**config.mk**
```make
export PLATFORM = sky130hd
export DESIGN_NAME = ewc_ea_calc
export DESIGN_NICKNAME = d
export VERILOG_FILES = /design/src/hw/ewc_pkg.sv /design/src/hw/ewc_index_unit.sv /design/src/hw/ewc_ea_calc.sv
export VERILOG_INCLUDE_DIRS = /design/src /design/src/hw
export SDC_FILE = /design/constraint.sdc
export NUM_CORES = 1
export LEC_CHECK = 0
export BUFFER_PORTS_ARGS = -buffer_cell sky130_fd_sc_hd__buf_2
export CAP_MARGIN = 20
export CORE_AREA = 2 2 184 186
export CTS_BUF_LIST = sky130_fd_sc_hd__clkbuf_4 sky130_fd_sc_hd__clkbuf_8
export CTS_CLUSTER_DIAMETER = 150
export CTS_CLUSTER_SIZE = 28
export DETAILED_ROUTE_END_ITERATION = 6
export DIE_AREA = 0 0 186 188
export GPL_TIMING_DRIVEN = 0
export PLACE_DENSITY = 0.65
export SYNTH_ARGS = -nofsm -noshare
export SYNTH_HDL_FRONTEND = slang
export SYNTH_SLANG_ARGS = --single-unit
```
**constraint.sdc**
```tcl
create_clock -name ref_clk -period 15.85 [get_ports ref_clk]
set_clock_uncertainty 0.15 [all_clocks]
set_input_delay 0.7925 -clock ref_clk [delete_from_list [all_inputs] [get_ports ref_clk]]
set_output_delay 0.7925 -clock ref_clk [all_outputs]
set_load 0.03 [all_outputs]
```
**src/hw/ewc_consts.svh**
```systemverilog
// Constants for the extension word address calculator
`ifndef EWC_CONSTS_SVH
`define EWC_CONSTS_SVH
// Brief and full extension word field positions
`define EWC_IDX_TYPE_BIT      15
`define EWC_IDX_REG_HI        14
`define EWC_IDX_REG_LO        12
`define EWC_IDX_SIZE_BIT      11
`define EWC_SCALE_HI          10
`define EWC_SCALE_LO          9
`define EWC_FULL_BIT          8
`define EWC_DISP8_HI          7
`define EWC_BS_BIT            7
`define EWC_IS_BIT            6
`define EWC_BD_SIZE_HI        5
`define EWC_BD_SIZE_LO        4
`define EWC_IIS_HI            2
`define EWC_IIS_LO            0
// Effective address field: mode bits 5..3, register bits 2..0
`define EWC_EA_MODE_HI        5
`define EWC_EA_MODE_LO        3
`define EWC_EA_REG_HI         2
`define EWC_EA_REG_LO         0
`define EWC_EA_PC_MODE        3'h7
`define EWC_EA_PC_REG         3'h3
// Displacement size codes
`define EWC_SZ_NULL           2'h1
`define EWC_SZ_WORD           2'h2
`define EWC_SZ_LONG           2'h3
// Reset values
`define EWC_RESET_ADDR        32'h0000_0000
`endif

```
**src/hw/ewc_pkg.sv**
```systemverilog
// Types for the extension word address calculator
package ewc_pkg;
    // Top-level sequencer states
    typedef enum logic [3:0] {
        EWC_IDLE,
        EWC_FETCH_EXT,
        EWC_FETCH_BD_HI,
        EWC_FETCH_BD_LO,
        EWC_FETCH_OD_HI,
        EWC_FETCH_OD_LO,
        EWC_PTR_ADDR,
        EWC_PTR_READ,
        EWC_FINAL,
        EWC_DONE
    } ewc_state_type;
    // Address form selected by the indirect/index select field
    typedef enum logic [1:0] {
        EWC_FORM_NO_INDIRECT,
        EWC_FORM_PREINDEX,
        EWC_FORM_POSTINDEX,
        EWC_FORM_RESERVED
    } ewc_form_type;
endpackage : ewc_pkg

```
**src/hw/ewc_index_unit.sv**
```systemverilog
// Index contribution: size, sign extension and scaling
`timescale 1ns/1ps
`include "ewc_consts.svh"
module ewc_index_unit (
    // Index source
    input  wire logic [31:0] index_register,     // Selected index register contents
    input  wire logic        index_long,         // High: full long word index
    input  wire logic [1:0]  scale,              // Scale field
    input  wire logic        legacy_mode,        // High: older unscaled decoding
    input  wire logic        index_suppress,     // High: index contributes zero
    // Result
    output logic      [31:0] index_term          // Contribution to the address sum
);
    import ewc_pkg::*;
    // Sized and scaled index; the source register is never altered
    always_comb begin
        logic [31:0] sized;
        logic [1:0]  eff_scale;
        sized     = index_long ? index_register
                               : {{16{index_register[15]}}, index_register[15:0]};
        eff_scale = legacy_mode ? 2'h0 : scale;
        if (index_suppress) begin
            index_term = 32'h0000_0000;
        end else begin
            index_term = sized << eff_scale;
        end
    end
endmodule : ewc_index_unit

```
**src/hw/ewc_ea_calc.sv**
```systemverilog
// Extension word decoder and effective address calculator
`timescale 1ns/1ps
`include "ewc_consts.svh"
// Behaviour
// - Zero scale decodes alike in both formats
// - Legacy variant ignores nonzero scale bits
// - Legacy variant never traps unknown encodings
// - Each full-format element suppressible independently
// - Suppressed element contributes zero
// - Base suppress bit controls base element
// - EA field picks PC or address register
// - PC base equals extension word address
// - Index size bit picks word or long
// - Scale multiplies index by one to eight
// - Displacements word or long; outer from select
// - Outer displacement only in memory indirect
// - No-indirect sum: base, index, displacement
// - Indirect forms do one memory read
// - Preindex adds index before pointer read
// - Postindex adds index after pointer read
module ewc_ea_calc (
    // Clock and reset
    input  wire logic        ref_clk,            // Core clock
    input  wire logic        reset,              // Asynchronous, active high
    // Request
    input  wire logic        start,              // Begin a calculation
    input  wire logic [5:0]  ea_field,           // Effective address field of opcode
    input  wire logic [31:0] ext_word_addr,      // Address of the extension word
    input  wire logic        legacy_mode,        // High: older brief decoding
    // Register file read
    input  wire logic [31:0] selected_address_register, // Contents of base address register
    input  wire logic [31:0] index_register,     // Contents of indexed register
    output logic      [3:0]  index_reg_select,   // {type, number} of index register
    // Instruction stream
    input  wire logic        stream_valid,       // Next stream word present
    input  wire logic [15:0] stream_word,        // Next stream word
    output logic             stream_ready,       // Stream word taken
    // Operand memory
    output logic             mem_req,            // Pointer read request
    output logic      [31:0] mem_addr,           // Pointer read address
    input  wire logic        mem_ack,            // Pointer read done
    input  wire logic [31:0] mem_rdata,          // Intermediate pointer value
    // Result
    output logic             done,               // One-cycle result pulse
    output logic      [31:0] operand_addr,       // Final operand address
    output logic             busy                // Calculation in progress
);
    import ewc_pkg::*;

    ////////////////////////////////////////////////////////////////////////////
    // State
    ewc_state_type state;                        // Sequencer state
    logic [15:0]   ext;                          // Captured extension word
    logic [5:0]    ea;                           // Captured EA field
    logic [31:0]   pc_base;                      // Extension word address
    logic [31:0]   base_displacement;            // Sign-extended base displacement
    logic [31:0]   outer_displacement;           // Sign-extended outer displacement
    logic [31:0]   intermediate_pointer;         // Pointer read from memory
    logic [31:0]   index_term;                   // Scaled index contribution
    logic          legacy;                       // Captured decoding variant

    ////////////////////////////////////////////////////////////////////////////
    // Decoding functions

    // Size code to a word count of extra fetches
    function automatic logic [1:0] size_words(input logic [1:0] code);
        unique case (code)
            `EWC_SZ_WORD: size_words = 2'h1;
            `EWC_SZ_LONG: size_words = 2'h2;
            default:      size_words = 2'h0;     // Null or reserved: suppressed
        endcase
    endfunction : size_words

    // Sign extend a word displacement
    function automatic logic [31:0] sext16(input logic [15:0] w);
        sext16 = {{16{w[15]}}, w};
    endfunction : sext16

    // Full format is used only by the newer decoding
    wire        full_fmt      = ext[`EWC_FULL_BIT] && !legacy;
    wire        base_suppress_bit = full_fmt && ext[`EWC_BS_BIT];
    wire        index_supp    = full_fmt && ext[`EWC_IS_BIT];
    wire [1:0]  bd_size       = ext[`EWC_BD_SIZE_HI:`EWC_BD_SIZE_LO];
    wire [2:0]  indirect_index_select = ext[`EWC_IIS_HI:`EWC_IIS_LO];
    wire [1:0]  od_size       = indirect_index_select[1:0];
    wire        pc_rel        = (ea[`EWC_EA_MODE_HI:`EWC_EA_MODE_LO] == `EWC_EA_PC_MODE) &&
                                (ea[`EWC_EA_REG_HI:`EWC_EA_REG_LO] == `EWC_EA_PC_REG);

    // Form: no indirect when select low bits zero, else pre or post index
    function automatic ewc_form_type form_of(input logic full, input logic [2:0] iis);
        if (!full || iis[1:0] == 2'h0) begin
            form_of = EWC_FORM_NO_INDIRECT;
        end else if (!iis[2]) begin
            form_of = EWC_FORM_PREINDEX;
        end else begin
            form_of = EWC_FORM_POSTINDEX;        // Index suppressed handled by index_supp
        end
    endfunction : form_of

    wire ewc_form_type form = form_of(full_fmt, indirect_index_select);

    // Base element: PC, address register, or zero
    wire [31:0] base_element = base_suppress_bit ? 32'h0000_0000
                             : pc_rel ? pc_base
                             : selected_address_register;

    ////////////////////////////////////////////////////////////////////////////
    // Index unit
    ewc_index_unit u_index (
        .index_register (index_register),
        .index_long     (ext[`EWC_IDX_SIZE_BIT]),
        .scale          (ext[`EWC_SCALE_HI:`EWC_SCALE_LO]),
        .legacy_mode    (legacy),
        .index_suppress (index_supp),
        .index_term     (index_term)
    );

    assign index_reg_select = ext[`EWC_IDX_TYPE_BIT:`EWC_IDX_REG_LO];

    ////////////////////////////////////////////////////////////////////////////
    // Sums
    wire [31:0] brief_disp = {{24{ext[`EWC_DISP8_HI]}}, ext[7:0]};
    wire [31:0] disp_term  = full_fmt ? base_displacement : brief_disp;
    wire [31:0] pre_idx    = (form == EWC_FORM_POSTINDEX) ? 32'h0000_0000 : index_term;
    wire [31:0] first_sum  = base_element + pre_idx + disp_term;
    wire [31:0] post_idx   = (form == EWC_FORM_POSTINDEX) ? index_term : 32'h0000_0000;
    wire [31:0] second_sum = intermediate_pointer + post_idx + outer_displacement;

    ////////////////////////////////////////////////////////////////////////////
    // Handshake outputs
    assign stream_ready = stream_valid && (state == EWC_FETCH_EXT || state == EWC_FETCH_BD_HI ||
                          state == EWC_FETCH_BD_LO || state == EWC_FETCH_OD_HI ||
                          state == EWC_FETCH_OD_LO);
    assign mem_req      = (state == EWC_PTR_READ);
    assign busy         = (state != EWC_IDLE);
    assign done         = (state == EWC_DONE);

    ////////////////////////////////////////////////////////////////////////////
    // Next state after displacement fetches
    function automatic ewc_state_type after_bd(input ewc_form_type f, input logic [1:0] osz);
        if (f == EWC_FORM_NO_INDIRECT) begin
            after_bd = EWC_FINAL;
        end else if (size_words(osz) != 2'h0) begin
            after_bd = EWC_FETCH_OD_HI;
        end else begin
            after_bd = EWC_PTR_ADDR;
        end
    endfunction : after_bd

    ////////////////////////////////////////////////////////////////////////////
    // Sequencer
    always_ff @(posedge ref_clk or posedge reset) begin
        if (reset) begin
            state <= EWC_IDLE;
        end else begin
            unique case (state)
                EWC_IDLE: begin
                    if (start) begin
                        state <= EWC_FETCH_EXT;
                    end
                end
                EWC_FETCH_EXT: begin
                    if (stream_valid) begin
                        if (stream_word[`EWC_FULL_BIT] && !legacy) begin
                            if (size_words(stream_word[`EWC_BD_SIZE_HI:`EWC_BD_SIZE_LO]) != 2'h0) begin
                                state <= EWC_FETCH_BD_HI;
                            end else begin
                                state <= after_bd(form_of(1'b1, stream_word[`EWC_IIS_HI:`EWC_IIS_LO]),
                                                  stream_word[1:0]);
                            end
                        end else begin
                            state <= EWC_FINAL;  // Brief format, never traps
                        end
                    end
                end
                EWC_FETCH_BD_HI: begin
                    if (stream_valid) begin
                        state <= (size_words(bd_size) == 2'h2) ? EWC_FETCH_BD_LO : after_bd(form, od_size);
                    end
                end
                EWC_FETCH_BD_LO: begin
                    if (stream_valid) begin
                        state <= after_bd(form, od_size);
                    end
                end
                EWC_FETCH_OD_HI: begin
                    if (stream_valid) begin
                        state <= (size_words(od_size) == 2'h2) ? EWC_FETCH_OD_LO : EWC_PTR_ADDR;
                    end
                end
                EWC_FETCH_OD_LO: begin
                    if (stream_valid) begin
                        state <= EWC_PTR_ADDR;
                    end
                end
                EWC_PTR_ADDR: state <= EWC_PTR_READ;
                EWC_PTR_READ: begin
                    if (mem_ack) begin
                        state <= EWC_FINAL;
                    end
                end
                EWC_FINAL: state <= EWC_DONE;
                EWC_DONE:  state <= EWC_IDLE;
                default:   state <= EWC_IDLE;
            endcase
        end
    end

    ////////////////////////////////////////////////////////////////////////////
    // Request capture
    always_ff @(posedge ref_clk or posedge reset) begin
        if (reset) begin
            ea      <= 6'h00;
            pc_base <= `EWC_RESET_ADDR;
            legacy  <= 1'b0;
        end else if (state == EWC_IDLE && start) begin
            ea      <= ea_field;
            pc_base <= ext_word_addr;
            legacy  <= legacy_mode;
        end
    end

    ////////////////////////////////////////////////////////////////////////////
    // Extension word and displacement capture
    always_ff @(posedge ref_clk or posedge reset) begin
        if (reset) begin
            ext                <= 16'h0000;
            base_displacement  <= 32'h0000_0000;
            outer_displacement <= 32'h0000_0000;
        end else if (stream_ready) begin
            unique case (state)
                EWC_FETCH_EXT: begin
                    ext                <= stream_word;
                    base_displacement  <= 32'h0000_0000;
                    outer_displacement <= 32'h0000_0000;
                end
                EWC_FETCH_BD_HI: begin
                    base_displacement <= (size_words(bd_size) == 2'h2) ? {stream_word, 16'h0000}
                                                                       : sext16(stream_word);
                end
                EWC_FETCH_BD_LO: base_displacement <= {base_displacement[31:16], stream_word};
                EWC_FETCH_OD_HI: begin
                    outer_displacement <= (size_words(od_size) == 2'h2) ? {stream_word, 16'h0000}
                                                                        : sext16(stream_word);
                end
                EWC_FETCH_OD_LO: outer_displacement <= {outer_displacement[31:16], stream_word};
                default: begin
                end
            endcase
        end
    end

    ////////////////////////////////////////////////////////////////////////////
    // Pointer address and pointer value
    always_ff @(posedge ref_clk or posedge reset) begin
        if (reset) begin
            mem_addr             <= `EWC_RESET_ADDR;
            intermediate_pointer <= `EWC_RESET_ADDR;
        end else begin
            if (state == EWC_PTR_ADDR) begin
                mem_addr <= first_sum;
            end
            if (state == EWC_PTR_READ && mem_ack) begin
                intermediate_pointer <= mem_rdata;
            end
        end
    end

    ////////////////////////////////////////////////////////////////////////////
    // Final operand address
    always_ff @(posedge ref_clk or posedge reset) begin
        if (reset) begin
            operand_addr <= `EWC_RESET_ADDR;
        end else if (state == EWC_FINAL) begin
            operand_addr <= (form == EWC_FORM_NO_INDIRECT) ? first_sum
                                                           : second_sum;
        end
    end
endmodule : ewc_ea_calc

```
== Word-level counts from Yosys, hierarchy flattened ==
Index checks and enable logic that the tools add are counted.

* Flip-flop bits (word level): 219
* Logic and storage cells: 148
* Input port bits: 156
* Output and inout port bits: 72

* $add $sub $neg: 4
* Equal/unequal tests: 31
* Reductions and logical operators: 35
* Bitwise operators: 2
* Shift-type cells: 1
* Muxes and demuxes: 63

{| class="wikitable"
|+ Operator list
! cell !! number
|-
| 32-bit two-way mux || 8
|-
| 32-bit one-hot mux with 3 select lines || 2
|-
| 32-bit adder || 4
|-
| 2-bit two-way mux || 33
|-
| 31-bit two-way mux || 2
|-
| 4-bit two-way mux || 13
|-
| 4-bit one-hot mux with 9 select lines || 1
|-
| 32-bit by 2-bit << shifter with 32-bit output || 1
|-
| 2-bit equality test (second input constant) || 13
|-
| 4-bit by 3-bit equality test with 1-bit output (second input constant) || 4
|-
| 2-bit one-hot mux with 2 select lines || 4
|-
| 2-bit inequality test (second input constant) || 6
|-
| 2-bit nonzero test || 6
|-
| 4-bit by 2-bit equality test with 1-bit output (second input constant) || 2
|-
| 4-bit equality test (second input constant) || 2
|-
| 1-bit logical AND || 8
|-
| 2-bit logical NOT || 4
|-
| 7-bit AND reduction || 1
|-
| 2-bit AND reduction || 3
|-
| 3-bit AND reduction || 2
|-
| 3-bit nonzero test || 2
|-
| 1-bit logical OR || 5
|-
| 4-bit by 1-bit equality test with 1-bit output (second input constant) || 1
|-
| 4-bit logical NOT || 1
|-
| other kinds (6) || 8
|}

== Logic depth before layout (Yosys ltp) ==
* Depth after elaboration: 23
* Gate-level depth with buffers: 21
* Depth with buffers taken out: 19

== Cells and area by module ==
From an unflattened synthesis, not the netlist that was laid out.

* Cell total of the unflattened synthesis: 1567
* Area total of the unflattened synthesis: 15135.8 sq um

{| class="wikitable"
|+ By module, submodules not included
! module !! instances !! cells an instance !! sequential area each (sq um) !! area an instance (sq um)
|-
| ewc_ea_calc || 1 || 1459 || 5480.3 || 14372.5
|-
| ewc_index_unit || 1 || 108 || 0.0 || 763.2
|}

== Worst setup path after synthesis ==
Ideal clock, no wire load.

* Path type: flip-flop to flip-flop
* Start: reg legacy
* End: reg operand_addr[29]
* Setup time: 0.087 ns
* Buffers on the path: 2
* Setup slack: 11.167 ns
* Cell stages (with the launch flop): 20
* Arrival time: 4.447 ns
* Cells stage by stage: dfrtp_1 > nand2b_1 > clkbuf_1 > clkbuf_1 > mux2i_1 > or3_1 > fa_1 > inv_1 > ha_1 > fa_1 > a211oi_2 > o21ai_1 > nand3_1 > nand4_1 > nand2_1 > nor3b_2 > o31ai_1 > a21boi_0 > or4_1 > o211ai_1

* Word-level cells in the longest chain between the ends: 10
* Elaborated cells between the ends (all ways): 21
* Classes of those cells: add/sub (4); eq/ne (1); shift (1); mux (8); reduce/logical (7)

{| class="wikitable"
|+ Ends and longest elaborated chain
! element !! RTL line !! source
|-
| from (decl) || ewc_ea_calc.sv:60 || <nowiki>logic legacy;</nowiki>
|-
| from (signal assigned) || ewc_ea_calc.sv:219 || <nowiki>legacy <= legacy_mode;</nowiki>
|-
| 1-bit logical NOT || ewc_ea_calc.sv:80 || <nowiki>wire full_fmt = ext[`EWC_FULL_BIT] && !legacy;</nowiki>
|-
| 1-bit logical AND || ewc_ea_calc.sv:80 ||
|-
| 1-bit logical NOT || ewc_ea_calc.sv:91 || <nowiki>if (!full || iis[1:0] == 2'h0) begin</nowiki>
|-
| 1-bit logical OR || ewc_ea_calc.sv:91 ||
|-
| 2-bit two-way mux || ewc_ea_calc.sv:91 ||
|-
| 2-bit equality test || ewc_ea_calc.sv:124, ewc_ea_calc.sv:126 ||
|-
| 32-bit two-way mux (on tied branches) || ewc_ea_calc.sv:126, ewc_ea_calc.sv:124 ||
|-
| 32-bit adder (on tied branches) (2 in series) || ewc_ea_calc.sv:127, ewc_ea_calc.sv:125 ||
|-
| 32-bit two-way mux (*) || ewc_ea_calc.sv:275 || <nowiki>operand_addr <= (form == EWC_FORM_NO_INDIRECT) ? first_sum</nowiki>
|-
| to (signal assigned) || ewc_ea_calc.sv:273 || <nowiki>operand_addr <= `EWC_RESET_ADDR;</nowiki>
|-
| to (signal assigned) || ewc_ea_calc.sv:275 ||
|-
| to (decl) || ewc_ea_calc.sv:45 || <nowiki>output logic [31:0] operand_addr,</nowiki>
|}

Mark *: on every way between the ends. The rest lies on a longest branch, timed or not.
A chain may end at the register's enable or synchronous reset.

== Final worst setup path ==
Ends and elaborated chain as after synthesis.

==> qor.csv <==
stage;metric;value;unit
detailed_routing;drt_iter0_markers;1067;
floorplanning;die_w;186;um
critical_path;path_delay_family;simple AND/OR/NAND/NOR gates;
synth;synthAdderAreaFrac;0.136;
synth;yosys.area.top_type;dfrtp_1;
detailed_routing;ant_nets;0;
critical_path;reg2regPathDepth;19;
cells_and_area;multi_input_area;8810;um2
synth;synth_edf_count;0;
critical_path;worstPathMaxFanout;10;
clock_tree;cts-root-buf;clkbuf_8;
global_route;overflow;0;
synth;ys_seq_elements;219;
synth;yosys_warnings;0;
critical_path;critPathLaunchType;flip-flop;
synth;synth_common_cells;nand2_1 (246), dfrtp_1 (219), a21oi_1 (134), mux2_2 (126), o21ai_0 (109);
synth;synthFlopType;dfrtp_1;
critical_path;cp.required;16180;ps
timing;period_needed;5860;ps
critical_path;cp_num_buf_inv;3;
cells_and_area;ff_latch_area;5480;um2
detailed_routing;first_pass_iters;7;
floorplanning;io_pins;228;
critical_path;cp-endpoint;operand_addr[29]$_DFFE_PP0P_;
timing;period_share;0.370;
clock_tree;ctsLongestPathBuffers;3;
critical_path;critPathCaptureType;flip-flop;
synth;yosysSeqAreaShare;0.366;
flow_run;drv_cap;0;
cells_and_area;drive_gt1_frac;0.220;
floorplanning;rows;67;
synth;synth_compound_area_frac;0.174;
clock_tree;numCtsBuffers;11;
run_status;status;finished clean;
clock_tree;cts_tree;built;
synth;yosys.cell_count.top_type;nand2_1;
synth;synthMuxAreaShare;0.111;
critical_path;slowest_delay;590;ps
detailed_routing;avgRoutedWirePerCell;21.3;um
clock_tree;htreeDepth;1;
global_route;grt.total_usage;0.283;
synth;synth_cell_types;73;
floorplanning;start_util;0.453;
timing;final_hold_viol_count;0;
cells_and_area;num-fill-cells;3149;
timing;holdWs;184;ps
cells_and_area;fin_util;0.510;
synth;synth-simple-area-share;0.135;
timing;rsz0062_at_grt;false;
timing;fmax;171;MHz
critical_path;r2r-end;operand_addr[29]$_DFFE_PP0P_;
floorplanning;dieArea;35000;um2
cells_and_area;fin_nets;2125;
global_route;grt_max_degree;118;
critical_path;crit_chain;nand2b_1 -> clkbuf_1 -> clkbuf_1 -> mux2i_1 -> or3_1 -> fa_1 -> inv_1 -> ha_1 -> fa_1 -> a211oi_2 -> o21ai_1 -> nand3_1 -> nand4_1 -> nand2_1 -> nor3b_2 -> o31ai_1 -> a21boi_0 -> or4_1 -> o211ai_1;
synth;synth_area_leaders;dfrtp_1 (37%), mux2_2 (9.5%), fa_1 (8.5%);
synth;syn_nets;1883;
global_route;grt_pass1_wl;74700;um
clock_tree;clock-sinks;219;
critical_path;regToRegSetupSlack;9990;ps
min_path;hold_path_class;primary input to async pin;
clock_tree;postCtsHoldBufs;0;
synth;synth_area;15000;um2
clock_tree;clock_latency;560;ps
synth;synth_top_area_frac;0.366;
timing;relSlewSlack;0.421;
cells_and_area;antenna_cells;0;
global_route;grt_pass1_vias;12800;
detailed_routing;routed_wl;48900;um
detailed_routing;vias;12800;
detailed_routing;avgViaCountPerCell;5.58;
timing;fin_tns_setup;0;ps
synth;synth_xor_area_frac;0.0321;
synth;syn_inst;1603;
clock_tree;cts-resized-gates;0;
synth;synth_top_family_by_area;compound AO/OA/AOI/OAI gates;
clock_tree;clkTransAtPathRegs;160;ps
cells_and_area;syn_to_final_growth;12.7;%
placed_design;gp_congestion;0.977;
critical_path;timing.critical_path.from;legacy$_DFFE_PP0P_;
global_route;antenna_found_initial;1;
timing;max_slew.worst_pin.slew;869;ps
synth;async_flop_share;1.00;
timing;slew_violations;0;
critical_path;crit_path_top_delay_cell;clkbuf_1;
floorplanning;core;33100;um2
critical_path;r2r-start;legacy$_DFFE_PP0P_;
detailed_routing;drc;0;
placed_design;port_buffers;225;
timing;setup_viol;0;
synth;synth.avg_cell_area;9.35;um2
placed_design;dpl.hpwl;40100;um
critical_path;worstSetupPathDepth;19;
floorplanning;die_h;188;um
clock_tree;postCtsSetupRepairBufs;0;
critical_path;criticalPathCategory;flip-flop to flip-flop;
critical_path;critPathArrivalTime;6180;ps
-- through the flow --
| step | area [um2] | worst slack [ps] | std cells |
|---|---|---|---|
| final | 16900 | 9990 | 2292 |
| after global routing | 16900 | 9640 | 2292 |
| after global placement | 16700 | 6430 | 2276 |
| after CTS | 16900 | 10050 | 2291 |
| after floorplan | 15000 | 8910 | 1603 |
| after detailed placement | 16700 | 10090 | 2279 |
-- routing by layer --
| layer | wire (um) | global-route usage | part of all wire | vias up |
|---|---|---|---|---|
| met3 | 3590 | 0.0388 | 0.073 | 93 |
| met5 | 13 | 0 | 0.00027 | - |
| met1 | 21800 | 0.404 | 0.45 | 6132 |
| met2 | 21400 | 0.436 | 0.44 | 535 |
| met4 | 2030 | 0.108 | 0.042 | 2 |
| li1 | - | - | - | 6024 |
-- sequential cells by signal, summed over array words and instances (netlist names) --
register and cells:
base_displacement 32, intermediate_pointer 32, mem_addr 32, operand_addr 32, outer_displacement 32, pc_base 32
ext 16, ea 6, state 4, legacy 1
-- area by class of cell --
type,count,area share
plain buffers,93,0.0232
clock inverters,1,0.000445
inverters,81,0.0184
well taps,448,0.0332
flip-flops and latches,219,0.324
repair buffers,229,0.0693
multi-input cells,1210,0.522
clock buffers,11,0.00896
-- cells in the final DEF (no fill, tap or decap), types with 33 or more instances in the layout --
cell type,netlist,layout
nand2_1,246,246
buf_2,1,227
dfrtp_1,219,219
a21oi_1,134,134
mux2_2,126,126
o21ai_0,109,109
nor2_1,80,80
inv_1,81,80
clkbuf_1,74,74
fa_1,64,64
ha_1,60,60
and2_1,33,33
-- worst min-delay path by stage --
stage	startpoint	end	cells after the start
after floorplan	base_displacement[0]$_DFFE_PP0P_	base_displacement[0]$_DFFE_PP0P_	2
after global placement	base_displacement[3]$_DFFE_PP0P_	base_displacement[3]$_DFFE_PP0P_	2
after detailed placement	mem_addr[4]$_DFFE_PP0P_	mem_addr[4]$_DFFE_PP0P_	1
after CTS	reset	operand_addr[20]$_DFFE_PP0P_	2
after global routing	reset	operand_addr[4]$_DFFE_PP0P_	2
final	reset	operand_addr[3]$_DFFE_PP0P_	2
-- kinds of logic (layout without fill, tap and decap cells) --
family	count (synthesis)	in the layout
AO/OA/AOI/OAI	425	425
XOR/XNOR	55	55
adder cells (fa/ha/maj)	124	124
buffers and inverters	174	415
flip-flops	219	219
multiplexers	151	151
AND/OR/NAND/NOR	455	455
Power is not shown: default switching activity piles up to over one toggle a cycle in this logic, so the estimate is an artifact.
